===== src/tmw_pkg.sv =====
`default_nettype none
package tmw_pkg;

    // ----------------------------------------------------------------
    // Counter limits
    // ----------------------------------------------------------------
    localparam logic [7:0] TMW_MAX       = 8'hFF;
    localparam logic [7:0] TMW_BOTTOM    = 8'h00;
    localparam logic [7:0] TMW_ONE       = 8'h01;
    localparam logic [7:0] TMW_COUNT_RST = 8'h00;
    localparam logic [7:0] TMW_CMP_RST   = 8'h00;

    // ----------------------------------------------------------------
    // Waveform mode codes
    // ----------------------------------------------------------------
    localparam logic [2:0] TMW_MODE_NORMAL  = 3'h0;
    localparam logic [2:0] TMW_MODE_PC_MAX  = 3'h1;
    localparam logic [2:0] TMW_MODE_CTC     = 3'h2;
    localparam logic [2:0] TMW_MODE_FAST    = 3'h3;
    localparam logic [2:0] TMW_MODE_PC_CMPA = 3'h5;
    localparam logic [2:0] TMW_MODE_FAST_A  = 3'h7;

    // ----------------------------------------------------------------
    // Output action codes
    // ----------------------------------------------------------------
    localparam logic [1:0] TMW_ACT_NONE   = 2'h0;
    localparam logic [1:0] TMW_ACT_TOGGLE = 2'h1;
    localparam logic [1:0] TMW_ACT_CLEAR  = 2'h2;
    localparam logic [1:0] TMW_ACT_SET    = 2'h3;

    // ----------------------------------------------------------------
    // Prescaler: clock select code to divide-by-minus-one mask
    // ----------------------------------------------------------------
    localparam int         TMW_PRE_W      = 10;
    localparam logic [2:0] TMW_CS_STOP    = 3'h0;
    localparam logic [9:0] TMW_MASK_1     = 10'h000;
    localparam logic [9:0] TMW_MASK_8     = 10'h007;
    localparam logic [9:0] TMW_MASK_32    = 10'h01F;
    localparam logic [9:0] TMW_MASK_64    = 10'h03F;
    localparam logic [9:0] TMW_MASK_128   = 10'h07F;
    localparam logic [9:0] TMW_MASK_256   = 10'h0FF;
    localparam logic [9:0] TMW_MASK_1024  = 10'h3FF;

    // Counting class decoded from the mode field
    typedef enum logic [1:0] {
        TMW_CLS_NORMAL = 2'b00,
        TMW_CLS_CTC    = 2'b01,
        TMW_CLS_FAST   = 2'b10,
        TMW_CLS_PHASE  = 2'b11
    } tmw_class_t;

    // Per-channel software controls
    typedef struct packed {
        logic [1:0] outputActionSelect;
        logic       forceCompareStrobe;
        logic       compareWrite;
        logic [7:0] compareData;
        logic       flagClear;
        logic       pinDirOut;
        logic       portData;
    } tmw_chan_cfg_t;

    // Per-channel status
    typedef struct packed {
        logic       compareFlag;
        logic       compareOutput;
        logic       pinOut;
        logic       pinOeN;
        logic [7:0] compareActive;
    } tmw_chan_stat_t;

endpackage
`default_nettype wire


===== src/tmw_timer8_waveform.sv =====
`timescale 1ns/1ns
`default_nettype none

// --------------------------------------------------------------------
// One compare channel: buffer, match, flag and waveform output
// --------------------------------------------------------------------
module tmw_compare_channel
    import tmw_pkg::*;
(
    input  wire logic          core_clk,
    input  wire logic          rst,
    input  wire logic          tick,
    input  wire tmw_class_t    countClass,
    input  wire logic [7:0]    countValue,
    input  wire logic [7:0]    topValue,
    input  wire logic          countDown,
    input  wire logic          matchBlocked,
    input  wire tmw_chan_cfg_t cfg,
    output tmw_chan_stat_t     stat
);

    logic [7:0] bufferReg;
    logic [7:0] activeReg;
    logic       flagReg;
    logic       outReg;
    logic       pinReg;
    logic       pwmMode;
    logic       match;
    logic       atTop;
    logic       reload;
    logic       outNext;

    assign pwmMode = (countClass == TMW_CLS_FAST) || (countClass == TMW_CLS_PHASE);
    assign atTop   = (countValue == topValue);
    assign match   = tick && !matchBlocked && (countValue == activeReg);

    // Fast reloads as the count wraps to bottom, phase at the top turn
    assign reload = tick && atTop && pwmMode;

    // ----------------------------------------------------------------
    // Compare value storage
    // ----------------------------------------------------------------
    always_ff @(posedge core_clk) begin
        if (rst) begin
            bufferReg <= TMW_CMP_RST;
        end else if (cfg.compareWrite) begin
            bufferReg <= cfg.compareData;
        end
    end

    always_ff @(posedge core_clk) begin
        if (rst) begin
            activeReg <= TMW_CMP_RST;
        end else if (!pwmMode && cfg.compareWrite) begin
            activeReg <= cfg.compareData;
        end else if (!pwmMode) begin
            activeReg <= bufferReg;
        end else if (reload) begin
            activeReg <= bufferReg;
        end
    end

    // ----------------------------------------------------------------
    // Compare flag; a new match wins over a clear in the same cycle
    // ----------------------------------------------------------------
    always_ff @(posedge core_clk) begin
        if (rst) begin
            flagReg <= 1'b0;
        end else if (match) begin
            flagReg <= 1'b1;
        end else if (cfg.flagClear) begin
            flagReg <= 1'b0;
        end
    end

    // ----------------------------------------------------------------
    // Waveform generator
    // ----------------------------------------------------------------
    always_comb begin
        outNext = outReg;
        unique case (countClass)
            TMW_CLS_NORMAL, TMW_CLS_CTC: begin
                // Force acts like a match but never touches the flag
                if (match || cfg.forceCompareStrobe) begin
                    unique case (cfg.outputActionSelect)
                        TMW_ACT_NONE:   outNext = outReg;
                        TMW_ACT_TOGGLE: outNext = !outReg;
                        TMW_ACT_CLEAR:  outNext = 1'b0;
                        TMW_ACT_SET:    outNext = 1'b1;
                    endcase
                end
            end
            TMW_CLS_FAST: begin
                unique case (cfg.outputActionSelect)
                    TMW_ACT_NONE: outNext = outReg;
                    TMW_ACT_TOGGLE: begin
                        if (match) begin
                            outNext = !outReg;
                        end
                    end
                    TMW_ACT_CLEAR, TMW_ACT_SET: begin
                        // Bottom wins at top so compare MAX gives a steady level
                        if (tick && atTop) begin
                            outNext = (cfg.outputActionSelect == TMW_ACT_CLEAR);
                        end else if (match) begin
                            outNext = (cfg.outputActionSelect == TMW_ACT_SET);
                        end
                    end
                endcase
            end
            TMW_CLS_PHASE: begin
                unique case (cfg.outputActionSelect)
                    TMW_ACT_NONE: outNext = outReg;
                    TMW_ACT_TOGGLE: begin
                        if (match) begin
                            outNext = !outReg;
                        end
                    end
                    TMW_ACT_CLEAR, TMW_ACT_SET: begin
                        // Match at top counts as downcount, at bottom as upcount
                        if (match) begin
                            if (atTop || (countDown && countValue != TMW_BOTTOM)) begin
                                outNext = (cfg.outputActionSelect == TMW_ACT_CLEAR);
                            end else begin
                                outNext = (cfg.outputActionSelect == TMW_ACT_SET);
                            end
                        end
                    end
                endcase
            end
        endcase
    end

    always_ff @(posedge core_clk) begin
        if (rst) begin
            outReg <= 1'b0;
        end else begin
            outReg <= outNext;
        end
    end

    // ----------------------------------------------------------------
    // Port override
    // ----------------------------------------------------------------
    always_ff @(posedge core_clk) begin
        if (rst) begin
            pinReg <= 1'b0;
        end else if (cfg.outputActionSelect != TMW_ACT_NONE) begin
            pinReg <= outNext;
        end else begin
            pinReg <= cfg.portData;
        end
    end

    assign stat.compareFlag   = flagReg;
    assign stat.compareOutput = outReg;
    assign stat.pinOut        = pinReg;
    assign stat.pinOeN        = !cfg.pinDirOut;
    assign stat.compareActive = activeReg;

endmodule // tmw_compare_channel

// --------------------------------------------------------------------
// Timer top: prescaler, counter unit and two compare channels
// --------------------------------------------------------------------
module tmw_timer8_waveform
    import tmw_pkg::*;
(
    input  wire logic          core_clk,
    input  wire logic          rst,
    input  wire logic [2:0]    clockSelect,
    input  wire logic [2:0]    waveformModeSelect,
    input  wire logic          countWrite,
    input  wire logic [7:0]    countWriteData,
    input  wire logic          overflowFlagClear,
    input  wire tmw_chan_cfg_t chanCfgA,
    input  wire tmw_chan_cfg_t chanCfgB,
    output logic [7:0]         countValue,
    output logic               overflowFlag,
    output logic               timerTick,
    output tmw_chan_stat_t     chanStatA,
    output tmw_chan_stat_t     chanStatB
);

    logic [TMW_PRE_W-1:0] prescaleReg;
    logic [TMW_PRE_W-1:0] prescaleMask;
    logic                 tick;
    tmw_class_t           countClass;
    logic [7:0]           topValue;
    logic [7:0]           countReg;
    logic [7:0]           countNext;
    logic                 countDownReg;
    logic                 countDownNext;
    logic                 overflowReg;
    logic                 overflowSet;
    logic                 blockReg;

    // ----------------------------------------------------------------
    // Prescaler
    // ----------------------------------------------------------------
    always_comb begin
        prescaleMask = TMW_MASK_1;
        unique case (clockSelect)
            3'h0: prescaleMask = TMW_MASK_1;
            3'h1: prescaleMask = TMW_MASK_1;
            3'h2: prescaleMask = TMW_MASK_8;
            3'h3: prescaleMask = TMW_MASK_32;
            3'h4: prescaleMask = TMW_MASK_64;
            3'h5: prescaleMask = TMW_MASK_128;
            3'h6: prescaleMask = TMW_MASK_256;
            3'h7: prescaleMask = TMW_MASK_1024;
        endcase
    end

    always_ff @(posedge core_clk) begin
        if (rst) begin
            prescaleReg <= '0;
        end else begin
            prescaleReg <= prescaleReg + 10'h001;
        end
    end

    // Free-running divider, so the first tick after a select may be early
    assign tick = (clockSelect != TMW_CS_STOP) && ((prescaleReg & prescaleMask) == prescaleMask);

    // ----------------------------------------------------------------
    // Mode decode; actions play no part here
    // ----------------------------------------------------------------
    always_comb begin
        countClass = TMW_CLS_NORMAL;
        topValue   = TMW_MAX;
        unique case (waveformModeSelect)
            TMW_MODE_NORMAL: countClass = TMW_CLS_NORMAL;
            TMW_MODE_CTC: begin
                countClass = TMW_CLS_CTC;
                topValue   = chanStatA.compareActive;
            end
            TMW_MODE_FAST: countClass = TMW_CLS_FAST;
            TMW_MODE_FAST_A: begin
                countClass = TMW_CLS_FAST;
                topValue   = chanStatA.compareActive;
            end
            TMW_MODE_PC_MAX: countClass = TMW_CLS_PHASE;
            TMW_MODE_PC_CMPA: begin
                countClass = TMW_CLS_PHASE;
                topValue   = chanStatA.compareActive;
            end
            default: countClass = TMW_CLS_NORMAL;
        endcase
    end

    // ----------------------------------------------------------------
    // Counter unit
    // ----------------------------------------------------------------
    always_comb begin
        countNext     = countReg;
        countDownNext = countDownReg;
        overflowSet   = 1'b0;
        if (tick) begin
            unique case (countClass)
                TMW_CLS_NORMAL: begin
                    countNext   = countReg + TMW_ONE;
                    overflowSet = (countReg == TMW_MAX);
                end
                TMW_CLS_CTC: begin
                    // A top below the count misses and wraps through MAX; a blocked match skips the clear
                    if (countReg == topValue && !blockReg) begin
                        countNext = TMW_BOTTOM;
                    end else begin
                        countNext = countReg + TMW_ONE;
                    end
                    overflowSet = (countReg == TMW_MAX);
                end
                TMW_CLS_FAST: begin
                    if (countReg == topValue) begin
                        countNext   = TMW_BOTTOM;
                        overflowSet = 1'b1;
                    end else begin
                        countNext = countReg + TMW_ONE;
                    end
                end
                TMW_CLS_PHASE: begin
                    if (!countDownReg && countReg == topValue) begin
                        countNext     = countReg - TMW_ONE;
                        countDownNext = 1'b1;
                    end else if (countDownReg && countReg == TMW_BOTTOM) begin
                        countNext     = countReg + TMW_ONE;
                        countDownNext = 1'b0;
                    end else if (countDownReg) begin
                        countNext   = countReg - TMW_ONE;
                        overflowSet = (countReg == TMW_ONE);
                    end else begin
                        countNext = countReg + TMW_ONE;
                    end
                end
            endcase
        end
        if (countClass != TMW_CLS_PHASE) begin
            countDownNext = 1'b0;
        end
    end

    // Software write overrides any count or clear
    always_ff @(posedge core_clk) begin
        if (rst) begin
            countReg <= TMW_COUNT_RST;
        end else if (countWrite) begin
            countReg <= countWriteData;
        end else begin
            countReg <= countNext;
        end
    end

    always_ff @(posedge core_clk) begin
        if (rst) begin
            countDownReg <= 1'b0;
        end else begin
            countDownReg <= countDownNext;
        end
    end

    // ----------------------------------------------------------------
    // Match blocking after a count write, held across a stopped clock
    // ----------------------------------------------------------------
    always_ff @(posedge core_clk) begin
        if (rst) begin
            blockReg <= 1'b0;
        end else if (countWrite) begin
            blockReg <= 1'b1;
        end else if (tick) begin
            blockReg <= 1'b0;
        end
    end

    // ----------------------------------------------------------------
    // Overflow flag; set wins over clear
    // ----------------------------------------------------------------
    always_ff @(posedge core_clk) begin
        if (rst) begin
            overflowReg <= 1'b0;
        end else if (overflowSet) begin
            overflowReg <= 1'b1;
        end else if (overflowFlagClear) begin
            overflowReg <= 1'b0;
        end
    end

    // ----------------------------------------------------------------
    // Compare channels
    // ----------------------------------------------------------------
    tmw_compare_channel u_chan_a (
        .core_clk     (core_clk),
        .rst          (rst),
        .tick         (tick),
        .countClass   (countClass),
        .countValue   (countReg),
        .topValue     (topValue),
        .countDown    (countDownReg),
        .matchBlocked (blockReg),
        .cfg          (chanCfgA),
        .stat         (chanStatA)
    );

    tmw_compare_channel u_chan_b (
        .core_clk     (core_clk),
        .rst          (rst),
        .tick         (tick),
        .countClass   (countClass),
        .countValue   (countReg),
        .topValue     (topValue),
        .countDown    (countDownReg),
        .matchBlocked (blockReg),
        .cfg          (chanCfgB),
        .stat         (chanStatB)
    );

    assign countValue   = countReg;
    assign overflowFlag = overflowReg;
    assign timerTick    = tick;

endmodule // tmw_timer8_waveform
`default_nettype wire


===== config.mk =====
export PLATFORM = sky130hd
export DESIGN_NAME = tmw_timer8_waveform
export DESIGN_NICKNAME = d
export VERILOG_FILES = /design/src/tmw_pkg.sv /design/src/tmw_timer8_waveform.sv
export SDC_FILE = /design/constraint.sdc
export NUM_CORES = 1
export LEC_CHECK = 0
export BUFFER_PORTS_ARGS = -buffer_cell sky130_fd_sc_hd__buf_2
export CORE_AREA = 5 5 99 101
export DETAILED_ROUTE_END_ITERATION = 12
export DIE_AREA = 0 0 104 106
export PLACE_DENSITY = 0.72
export SLEW_MARGIN = 10
export SYNTH_ARGS = -nofsm -noshare
export SYNTH_HDL_FRONTEND = slang
export SYNTH_HIERARCHICAL = 1
export SYNTH_SLANG_ARGS = --single-unit

===== constraint.sdc =====
create_clock -name core_clk -period 3.2 [get_ports core_clk]
set_clock_uncertainty 0.2 [all_clocks]
set_input_delay 0.16 -clock core_clk [delete_from_list [all_inputs] [get_ports core_clk]]
set_output_delay 0.16 -clock core_clk [all_outputs]
set_load 0.01 [all_outputs]

==> results.md, run 1 <==
- Layout area overhead: 23.87%
- Worst r2r src: prescaleReg[3]$_SDFF_PP0_
- Root Buffer: clkbuf_8
- FF+latch count, synth: 59
- Largest net degree at the start of global routing: 40
- DR WL met3: 747 um
- Pwr Density: 394.6 mW/mm^2
- Highest Signal Layer: met4
- Buffers on Ports: 81
- Leak: 2.294 nW
- M1 wire length: 5186 um
- Fraction of layout cells with a size suffix above 1: 28.50%
- First-pass GRT wire length: 19,730 um
- Number of synthesized flops with an enable pin: 0
- Run status: completed
- Met2 wire length: 5382 um
- Most common cell in the netlist: nor2_1
- CTS H-Tree Depth: 3
- Ant. Diodes: 0
- Routed WL per cell: 15.98 um
- Critical path class: reg2reg
- Setup Viol. Count Final: 0
- Delay of the slowest critical-path stage: 0.51 ns
- Placer Congestion: 0.8983
- Max Fclk: 324.6 MHz
- Seq/Total Area, Yosys: 27.58%
- Worst-margin pin slew: 0.9300 ns
- Initial Util: 47.94%
- Vias in the first global route: 4,053
- Filler cells: 788
- Post-synthesis net count: 551
- Top post-synthesis cells by area: dfxtp_1, mux2i_1, nor2_1, xor2_1, mux2_2
- Drt drc: 0
- CP bufs+invs: 3
- Crit-path slowest cell: or4_1
- GRT Residual Overflow: 0
- CP max FO: 7
- CTS clk-pin slew, worst paths: 0.08 ns
- Hold wc startpoint: rst
- Endpoint, Worst Hold: u_chan_b/activeReg[7]$_SDFFE_PP0P_
- Fin crit share: 96.28%
- Post-Route WL: 11,590 um
- TritonCTS buffer count: 9
- Reg2Reg Setup Slack: 0.12 ns
- Post-DP HPWL: 8242 um
- Setup crit start: prescaleReg[3]$_SDFF_PP0_
- Worst EP arrival: 3.15 ns
- Main synth FF type: dfxtp_1
- Fin util: 59.38%
- Syn_area_per_cell: 8.600 um^2
- Die area: 0.01102 mm^2
- Global Route Usage Sum: 21.32%
- Die W: 104 um
- Initial DRT Pass Iterations: 5
- Core Area: 0.008934 mm^2
- CP delay by family, top: simple AND/OR/NAND/NOR gates
- Die Span Y: 106 um
- Min-Delay Path Depth: 2
- Max-cap violations: 0
- CTS tree: yes
- Post-synth top cells: nor2_1, dfxtp_1, mux2i_1, nand2_1, xor2_1
- Boundary Pins: 82
- Worst skew pair latency: 0.35 ns
- Iteration-0 DRC count of the detailed router: 257
- Layout net count: 662
- Worst r2r path cells: 12
- Worst VDD drop: 0.2416 mV
- Drt via density: 5.578
- Relative slew slack: 37.87%
- Hold WC Path Type: in2reg
- Critical path required time: 3.27 ns
- Standard-cell row count: 35
- CP Cell Sequence: buf_4 > a21boi_0 > o21a_1 > o32a_1 > or2_1 > inv_2 > nor2b_2 > nand4_4 > buf_4 > or4_1 > a31o_1 > a31oi_1
- Yosys synthesis warning count: 6
- Clock sink total: 59
- Final Hold Fails: 0
- Post-synth top area share: 27.58%
- Cell mode on critical path: buf_4
- Worst setup SP type: flop
- Post-Syn Area: 0.004283 mm^2
- Setup tns final: 0 ns
- Longest Clk Path Bufs: 2
- Yosys cell types: 78
- Final Slew Violations: 0
- Routed vias: 4,044
- Antenna violations before repair: 0
- Min Tclk post-route: 3.081 ns
- Largest area contributor in the netlist: dfxtp_1
- Routed Antenna Nets: 0
- Ys async rst share: 0%
- Worst setup EP type: flop
- Syn Inst Count: 498
- R2r endpoint: u_chan_a/pinReg$_SDFF_PP0_
worst reg2reg max path, delay by kind of cell (launching register included):
| family | cells | cell delay, ns |
|---|---|---|
| DFF | 1 | 0.36 |
| buffers and inverters | 3 | 0.43 |
| AOI/OAI and AO/OA | 5 | 0.90 |
| and+or+nand+nor | 4 | 1.12 |
worst max path at each step:
stage                            endpoint  slack [ns]  cells past startpoint
5_1_grt        u_chan_a/pinReg$_SDFF_PP0_       -0.05                     13
3_5_place_dp   u_chan_b/outReg$_SDFF_PP0_        0.06                     11
2_1_floorplan  u_chan_a/pinReg$_SDFF_PP0_        0.24                     11
3_3_place_gp   u_chan_b/outReg$_SDFF_PP0_        0.18                     11
6_report       u_chan_a/pinReg$_SDFF_PP0_        0.12                     12
4_1_cts        u_chan_b/outReg$_SDFF_PP0_        0.01                     11
per-layer routing:
| metal | global-route usage [%] | vias up |
|---|---|---|
| met2 | 34.29 | 146 |
| met4 | 8.696 | 0 |
| met3 | 4.068 | 24 |
| met5 | 0 | - |
| li1 | - | 2008 |
| met1 | 28.09 | 1866 |
kinds of logic after synthesis:
kind of cell | count (synthesis) | synth area share, %
xor gates and xnor gates | 51 | 11.48
and+or+nand+nor | 194 | 25.04
muxes | 52 | 12.68
adders and majority gates | 5 | 1.461
AOI/OAI and AO/OA | 88 | 14.70
DFF | 59 | 27.58
buffers and inverters | 49 | 7.070
sequential cells by signal (all words and copies together), names as in the netlist, 8 cells and up:
name                flops
countValue              8
prescaleReg            10
u_chan_a/activeReg      8
u_chan_a/bufferReg      8
u_chan_b/activeReg      8
u_chan_b/bufferReg      8
cells in the final DEF (no fill, tap or decap), types with 7 or more instances in the layout:
cell,count
buf_2,81
nor2_1,64
dfxtp_1,57
mux2i_1,34
dlygate4sd3_1,31
nand2_1,25
xor2_1,24
nand3_1,23
a21oi_1,22
xnor2_1,21
buf_4,20
mux2_2,18
inv_1,16
nand2b_1,12
clkbuf_8,11
nor4_1,10
a22oi_1,8
o21ai_0,7
what timing repair did:
item,in CTS,in global routing
buffers inserted,0,4
gates resized for setup,0,10
setup endpoints to repair,0,4
hold buffers,31,0
endpoints found under the hold margin,38,0
cell type report:
type	count	area (um^2)	share of cell area, %
timing repair buffer	132	865.8	16.32
multi-input combinational	390	2840	53.54
clock buffer	11	151.4	2.854
inverter	17	63.81	1.203
sequential	59	1184	22.31
tap	111	138.9	2.618
clock inverter	5	61.31	1.156
metrics by stage:
step	hold WS, ns	total power [W]	instance area, um^2	std cells	worst slack [ns]
global placement	0.2078	0.001313	4708	674	0.1805
floorplan	0.1070	0.001197	4283	498	0.2355
finish	0.03420	0.002093	5305	725	0.1190
detailed placement	0.2211	0.001326	4708	674	0.05875
CTS	0.01517	0.002086	5231	721	0.01435
global route	0.05052	0.002203	5305	725	-0.04592
power by group:
part	total [W]	internal (W)	switching (W)	leakage [nW]
combinational	0.000521	0.000248	0.000273	1.71
sequential	0.000838	0.000773	0.0000647	0.485
clock	0.000734	0.000403	0.000331	0.0978
Power figures use the tool's default switching activity.
==> run 2, diff against run 1 <==
Settings changed: CAP_MARGIN set to 20, CORE_AREA 5 5 99 101 to 2 2 96 98, DIE_AREA 0 0 104 106 to 0 0 98 100.
==> run 2 against run 1 <==
Compared with the run above:
- critical path depth shrank 1
- largest cell class unchanged
- design area shrank 0.26%
- critical endpoint is now u_chan_a/outReg$_SDFF_PP0_
- non-clock buffer count shrank 2
==> results.md, run 2 (synthesized netlist as in run 1, its figures left out) <==
- Run status: completed
- Largest register FFs: 10 (unchanged)
- Fraction of layout cells with a size suffix above 1: 27.78% (-0.72 points)
- Ant. Diodes: 0 (unchanged)
- CP max FO: 6 (-1)
- Fin crit share: 96.65% (+0.37 points)
- Die Span Y: 100 um (-5.7%)
- Antenna violations before repair: 0 (unchanged)
- Routed vias: 4,143 (+2.4%)
- Standard-cell row count: 35 (unchanged)
- Reg power frac: 40.2% (+0.2 points)
- Delay of the slowest critical-path stage: 0.46 ns (-0.05 ns)
- Longest Clk Path Bufs: 2 (unchanged)
- Pwr Density: 394.8 mW/mm^2 (about the same)
- Final Hold Fails: 0 (unchanged)
- CTS clk-pin slew, worst paths: 0.09 ns (about the same)
- Switching share of power: 33.24% (+1.3 points)
- CTS H-Tree Depth: 3 (unchanged)
- Setup tns final: 0 ns (unchanged)
- Iteration-0 DRC count of the detailed router: 261 (+1.6%)
- Total design power: 0.002089 W (-0.21%)
- Post-Route WL: 11,450 um (-1.2%)
- CP Cell Sequence: and3_4 > o21ai_1 > o32a_1 > or2_1 > inv_1 > nor2b_1 > nand4_2 > or3_4 > o311ai_2 > a41o_1 > a21oi_1
- Leak: 2.291 nW (-0.14%)
- Fin util: 59.52% (+0.14 points)
- Root Buffer: clkbuf_8
- Worst VDD drop: 0.2821 mV (+17%)
- Worst EP arrival: 3.12 ns (-0.03 ns)
- Buffers on Ports: 81 (unchanged)
- Worst setup SP type: flop
- First-pass GRT wire length: 18,650 um (-5.5%)
- Largest net degree at the start of global routing: 37 (-7.5%)
- Die area: 0.009800 mm^2 (-11%)
- Routed WL per cell: 15.83 um (-0.92%)
- Filler cells: 782 (-0.76%)
- Critical path required time: 3.23 ns (-0.04 ns)
- Max Fclk: 323.3 MHz (-0.39%)
- Reg area: 0.001182 mm^2 (-0.11%)
- Internal: 0.001395 W (-2.1%)
- Final Slew Violations: 0 (unchanged)
- Crit-path slowest cell: or3_4
- Placer Congestion: 0.9459 (+5.3%)
- Routed Antenna Nets: 0 (unchanged)
- Boundary Pins: 82 (unchanged)
- Worst hold margin: 0.04175 ns (+0.007552 ns)
- Relative slew slack: 35.91% (-2.0 points)
- Initial Util: 48.18% (+0.24 points)
- TritonCTS buffer count: 9 (unchanged)
- GRT Residual Overflow: 0 (unchanged)
- Initial DRT Pass Iterations: 7 (+2)
- Core Area: 0.008890 mm^2 (-0.49%)
- Biggest register: prescaleReg
- Most common cell after layout, fill and taps aside: buf_2
- Worst-margin pin slew: 0.9594 ns (+0.02945 ns)
- Comb pwr share: 24.8% (about the same)
- Layout net count: 660 (-0.30%)
- Worst skew pair latency: 0.35 ns (about the same)
- Critical path class: reg2reg
- CTS tree: yes
- Clock sink total: 59 (unchanged)
- Multi-input logic area: 0.002845 mm^2 (+0.18%)
- Drt drc: 0 (unchanged)
- Post-DP HPWL: 8089 um (-1.9%)
- Hold WC Path Type: in2reg
- Global Route Usage Sum: 23.14% (+1.8 points)
- Net Sw Power: 0.0006944 W (+3.8%)
- Die W: 98 um (-5.8%)
- Drt via density: 5.730 (+2.7%)
- Most frequent cells in the layout: buf_2, nor2_1, dfxtp_1
- Clock share of power: 35.0% (about the same)
- Setup Viol. Count Final: 0 (unchanged)
- Worst setup EP type: flop
- Vias in the first global route: 3,901 (-3.8%)
- Min Tclk post-route: 3.093 ns (+0.01194 ns)
- Max-cap violations: 0 (unchanged)
- Layout area overhead: 23.55%
## run 2: through the flow
stage	area [um^2]	std cells	worst slack [ns]
final	5291	723	0.1071
after global routing	5291	723	-0.05583
after CTS	5229	721	0.03176
after detailed placement	4701	673	0.02406
after global placement	4701	673	0.1530
after floorplan	4283	498	0.2355
## run 2: worst max-delay path: cells and delay by family, from the launching register on
family | cells | cell delay (ns)
simple gates | 5 | 1.31
compound gates | 5 | 0.97
buf+inv | 1 | 0.11
flops | 1 | 0.39
## run 2: layout make-up
| type | instances | area share (%) |
|---|---|---|
| timing repair buffer | 130 | 16.13 |
| clock inverter | 7 | 1.584 |
| multi-input combinational | 390 | 53.77 |
| tap | 111 | 2.625 |
| clock buffer | 9 | 2.341 |
| sequential | 59 | 22.35 |
| inverter | 17 | 1.206 |
## run 2: metal layers
layer | vias up | GRT usage (%) | share of wire [%]
li1 | 1995 | - | -
met5 | - | 0 | 0
met3 | 29 | 3.203 | 6.0
met2 | 164 | 40.67 | 48
met4 | 0 | 9.081 | 2.4
met1 | 1955 | 28.76 | 44
## run 2: worst paths after layout
path / startpoint / endpoint / slack, ns / cells after the start
worst max register to register: prescaleReg[4]$_SDFF_PP0_ / u_chan_a/outReg$_SDFF_PP0_ / 0.11 / 11
worst min-delay path: chanCfgB[11] / u_chan_b/bufferReg[2]$_SDFFE_PP0P_ / 0.04 / 3
worst max-delay path: prescaleReg[4]$_SDFF_PP0_ / u_chan_a/outReg$_SDFF_PP0_ / 0.11 / 11
worst min register to register: prescaleReg[0]$_SDFF_PP0_ / prescaleReg[0]$_SDFF_PP0_ / 0.26 / 1
## run 2: timing repair
action	4_1_cts	5_1_grt
hold endpoints to repair	39	0
buffers inserted	0	2
pin swaps	1	1
hold buffers	32	0
gates resized for setup	0	8
setup endpoints to repair	1	4
## run 2: power by group through the flow
stage	Combinational, W	Sequential, W	Clock [W]
final	0.000518	0.000840	0.000731
after global routing	0.000566	0.000845	0.000778
after CTS	0.000501	0.000838	0.000748
after detailed placement	0.000469	0.000855	0
after global placement	0.000456	0.000853	0
after floorplan	0.000354	0.000843	0
==> run 3, diff against run 2 <==
==> constraint.sdc (replaced) <==
create_clock -name core_clk -period 3.2 [get_ports core_clk]
set_clock_uncertainty 0.2 [all_clocks]
set_input_delay 0.48 -clock core_clk [delete_from_list [all_inputs] [get_ports core_clk]]
set_output_delay 0.48 -clock core_clk [all_outputs]
set_load 0.01 [all_outputs]
==> run 3 against run 2 <==
Compared with the run above:
- clock-buffer cell count unchanged
- die area stayed put
- power up 3.3%
- largest power group unchanged
==> results.md, run 3 (synthesized netlist as in run 1, its figures left out) <==
- Layout area overhead: 16.62%
- Final Hold Fails: 0 (unchanged)
- Hold wc startpoint: chanCfgA[3]
- CTS clk-pin slew, worst paths: 0.07 ns (-0.02 ns)
- CP max FO: 6 (unchanged)
- Setup bufs post-CTS: 0 (unchanged)
- Buffers on Ports: 81 (unchanged)
- Initial Util: 48.18% (unchanged)
- Worst r2r path cells: 12 (+1)
- Die W: 98 um (unchanged)
- Vias in the first global route: 3,824 (-2.0%)
- Antenna violations before repair: 0 (unchanged)
- Relative slew slack: 40.27% (+4.4 points)
- Drt drc: 0 (unchanged)
- Worst r2r src: prescaleReg[4]$_SDFF_PP0_
- Dpl cells: 679 (+0.89%)
- Die area: 0.009800 mm^2 (unchanged)
- GRT Residual Overflow: 0 (unchanged)
- Most Used Layer, Global Route: met2
- Met1 Use GR: 29.11% (+0.34 points)
- Placed inst area: 0.004746 mm^2 (+0.96%)
- Setup tns final: 0 ns (unchanged)
- Ant. Diodes: 0 (unchanged)
- Root Buffer: clkbuf_8
- Routed vias: 4,007 (-3.3%)
- Layout net count: 632 (-4.2%)
- Pwr Density: 431.9 mW/mm^2 (+9.4%)
- Filler cells: 797 (+1.9%)
- Largest register FFs: 10 (unchanged)
- Finished Cell Area: 0.004995 mm^2 (-5.6%)
- Endpoint, Worst Hold: u_chan_a/bufferReg[0]$_SDFFE_PP0P_
- Critical path required time: 3.27 ns (+0.04 ns)
- Hold WC Path Type: in2reg
- Clock sink total: 59 (unchanged)
- Worst skew pair latency: 0.34 ns (about the same)
- Crit-path slowest cell: dfxtp_1
- Final Slew Violations: 0 (unchanged)
- Biggest register: prescaleReg
- Hold buffers post-CTS: 0 (-100%)
- Max-cap violations: 0 (unchanged)
- Min-Delay Path Depth: 3 (unchanged)
- Fin crit share: 96.33% (-0.32 points)
- Run status: completed
- TritonCTS buffer count: 9 (unchanged)
- Critical path class: reg2reg
- Iteration-0 DRC count of the detailed router: 429 (+64%)
- Setup crit start: prescaleReg[4]$_SDFF_PP0_
- Max Fclk: 324.4 MHz (+0.33%)
- CP Cell Sequence: and3_4 > o21ai_1 > o32a_1 > or2_1 > inv_1 > nor2b_2 > nand4_2 > buf_4 > o41ai_1 > o311ai_1 > a41o_1 > a31oi_1
- Die Span Y: 100 um (unchanged)
- Worst EP arrival: 3.15 ns (+0.03 ns)
- GR Layer Usage met3: 3.760% (+0.56 points)
- Reg2Reg Setup Slack: 0.12 ns (about the same)
- Worst VDD drop: 0.3035 mV (+7.6%)
- Global Route Usage Sum: 22.64% (-0.50 points)
- Worst setup SP type: flop
- Leak: 2.185 nW (-4.6%)
- Delay of the slowest critical-path stage: 0.39 ns (-0.07 ns)
- Longest Clk Path Bufs: 2 (unchanged)
- Placer Congestion: 0.8797 (-7.0%)
- CTS tree: yes
- GR Util met2: 38.15% (-2.5 points)
- Worst-margin pin slew: 0.8941 ns (-0.06532 ns)
- Min Tclk post-route: 3.083 ns (-0.01031 ns)
- Boundary Pins: 82 (unchanged)
- Setup Viol. Count Final: 0 (unchanged)
- Fraction of layout cells with a size suffix above 1: 29.16% (+1.4 points)
- CTS H-Tree Depth: 3 (unchanged)
- First-pass GRT wire length: 18,310 um (-1.8%)
- R2r endpoint: u_chan_b/pinReg$_SDFF_PP0_
- Most common cell after layout, fill and taps aside: buf_2
- Unrepaired setup endpoints after global routing: false
- Post-DP HPWL: 8097 um (+0.10%)
- Largest net degree at the start of global routing: 37 (unchanged)
- Core Area: 0.008890 mm^2 (unchanged)
- Drt via density: 5.774 (+0.76%)
- Most frequent cells in the layout: buf_2, nor2_1, dfxtp_1
- Standard-cell row count: 35 (unchanged)
- Initial DRT Pass Iterations: 6 (-1)
- Worst setup EP type: flop
- Worst hold margin: 0.1889 ns (+0.1472 ns)
- Routed Antenna Nets: 0 (unchanged)
- Routed WL per cell: 16.12 um (+1.8%)
- Post-Route WL: 11,180 um (-2.3%)
- Finished Layout Cells: 694 (-4.0%)
## run 3: changes by cell type in the layout (fill, tap and decap cells not counted), moves of 2 or more
cell / change
bufinv_16: +2
inv_6: -2
dlygate4sd3_1: -32
o311ai_2: -2
o311ai_1: +2
o41ai_2: -2
buf_4: +4
o41ai_1: +2
## run 3: final cells by class
class,instances,area [um^2],share of cell area [%]
multi-input cells,390,2809,56.24
repair buffers,102,563.0,11.27
inverters,17,63.81,1.278
well taps,111,138.9,2.781
flip-flops and latches,59,1182,23.67
clock inverters,6,113.9,2.280
clock buffers,9,123.9,2.480
## run 3: per-layer routing
layer | wire, um | share of wire [%]
met5 | 0 | 0
met4 | 190 | 1.7
met3 | 812 | 7.3
met2 | 5260 | 47
met1 | 4921 | 44
## run 3: worst max path at each step
stage,end,slack (ns),depth (start not counted)
floorplan,u_chan_a/pinReg$_SDFF_PP0_,0.13,11
global placement,u_chan_b/pinReg$_SDFF_PP0_,0.005,12
detailed placement,u_chan_b/pinReg$_SDFF_PP0_,-0.06,13
CTS,u_chan_b/pinReg$_SDFF_PP0_,0.10,11
global route,u_chan_b/outReg$_SDFF_PP0_,0.0009,12
finish,u_chan_b/pinReg$_SDFF_PP0_,0.12,12
## run 3: power breakdown
part / switching (W) / internal [W]
logic: 0.000264 / 0.000222
clock network: 0.000317 / 0.000515
registers: 0.0000653 / 0.000774
## run 3: through the flow
| stage | worst slack, ns | utilization [%] | power (W) |
|---|---|---|---|
| after CTS | 0.1029 | 56.06 | 0.002162 |
| after global placement | 0.005391 | 53.38 | 0.001315 |
| after floorplan | 0.1347 | - | 0.001197 |
| final | 0.1174 | 56.19 | 0.002157 |
| after detailed placement | -0.05697 | 53.38 | 0.001330 |
| after global routing | 0.0009381 | 56.19 | 0.002252 |
## run 3: repair_timing
| action | in CTS | in global routing |
|---|---|---|
| gates resized for setup | 0 | 4 |
| setup endpoints to repair | 0 | 4 |
| endpoints found under the hold margin | 0 | 0 |
## run 3: critical path: cells and delay by family (launching register included)
kind / cells / cell delay, ns
compound gates: 6 / 1.29
simple gates: 4 / 0.83
flops: 1 / 0.39
buf+inv: 2 / 0.31
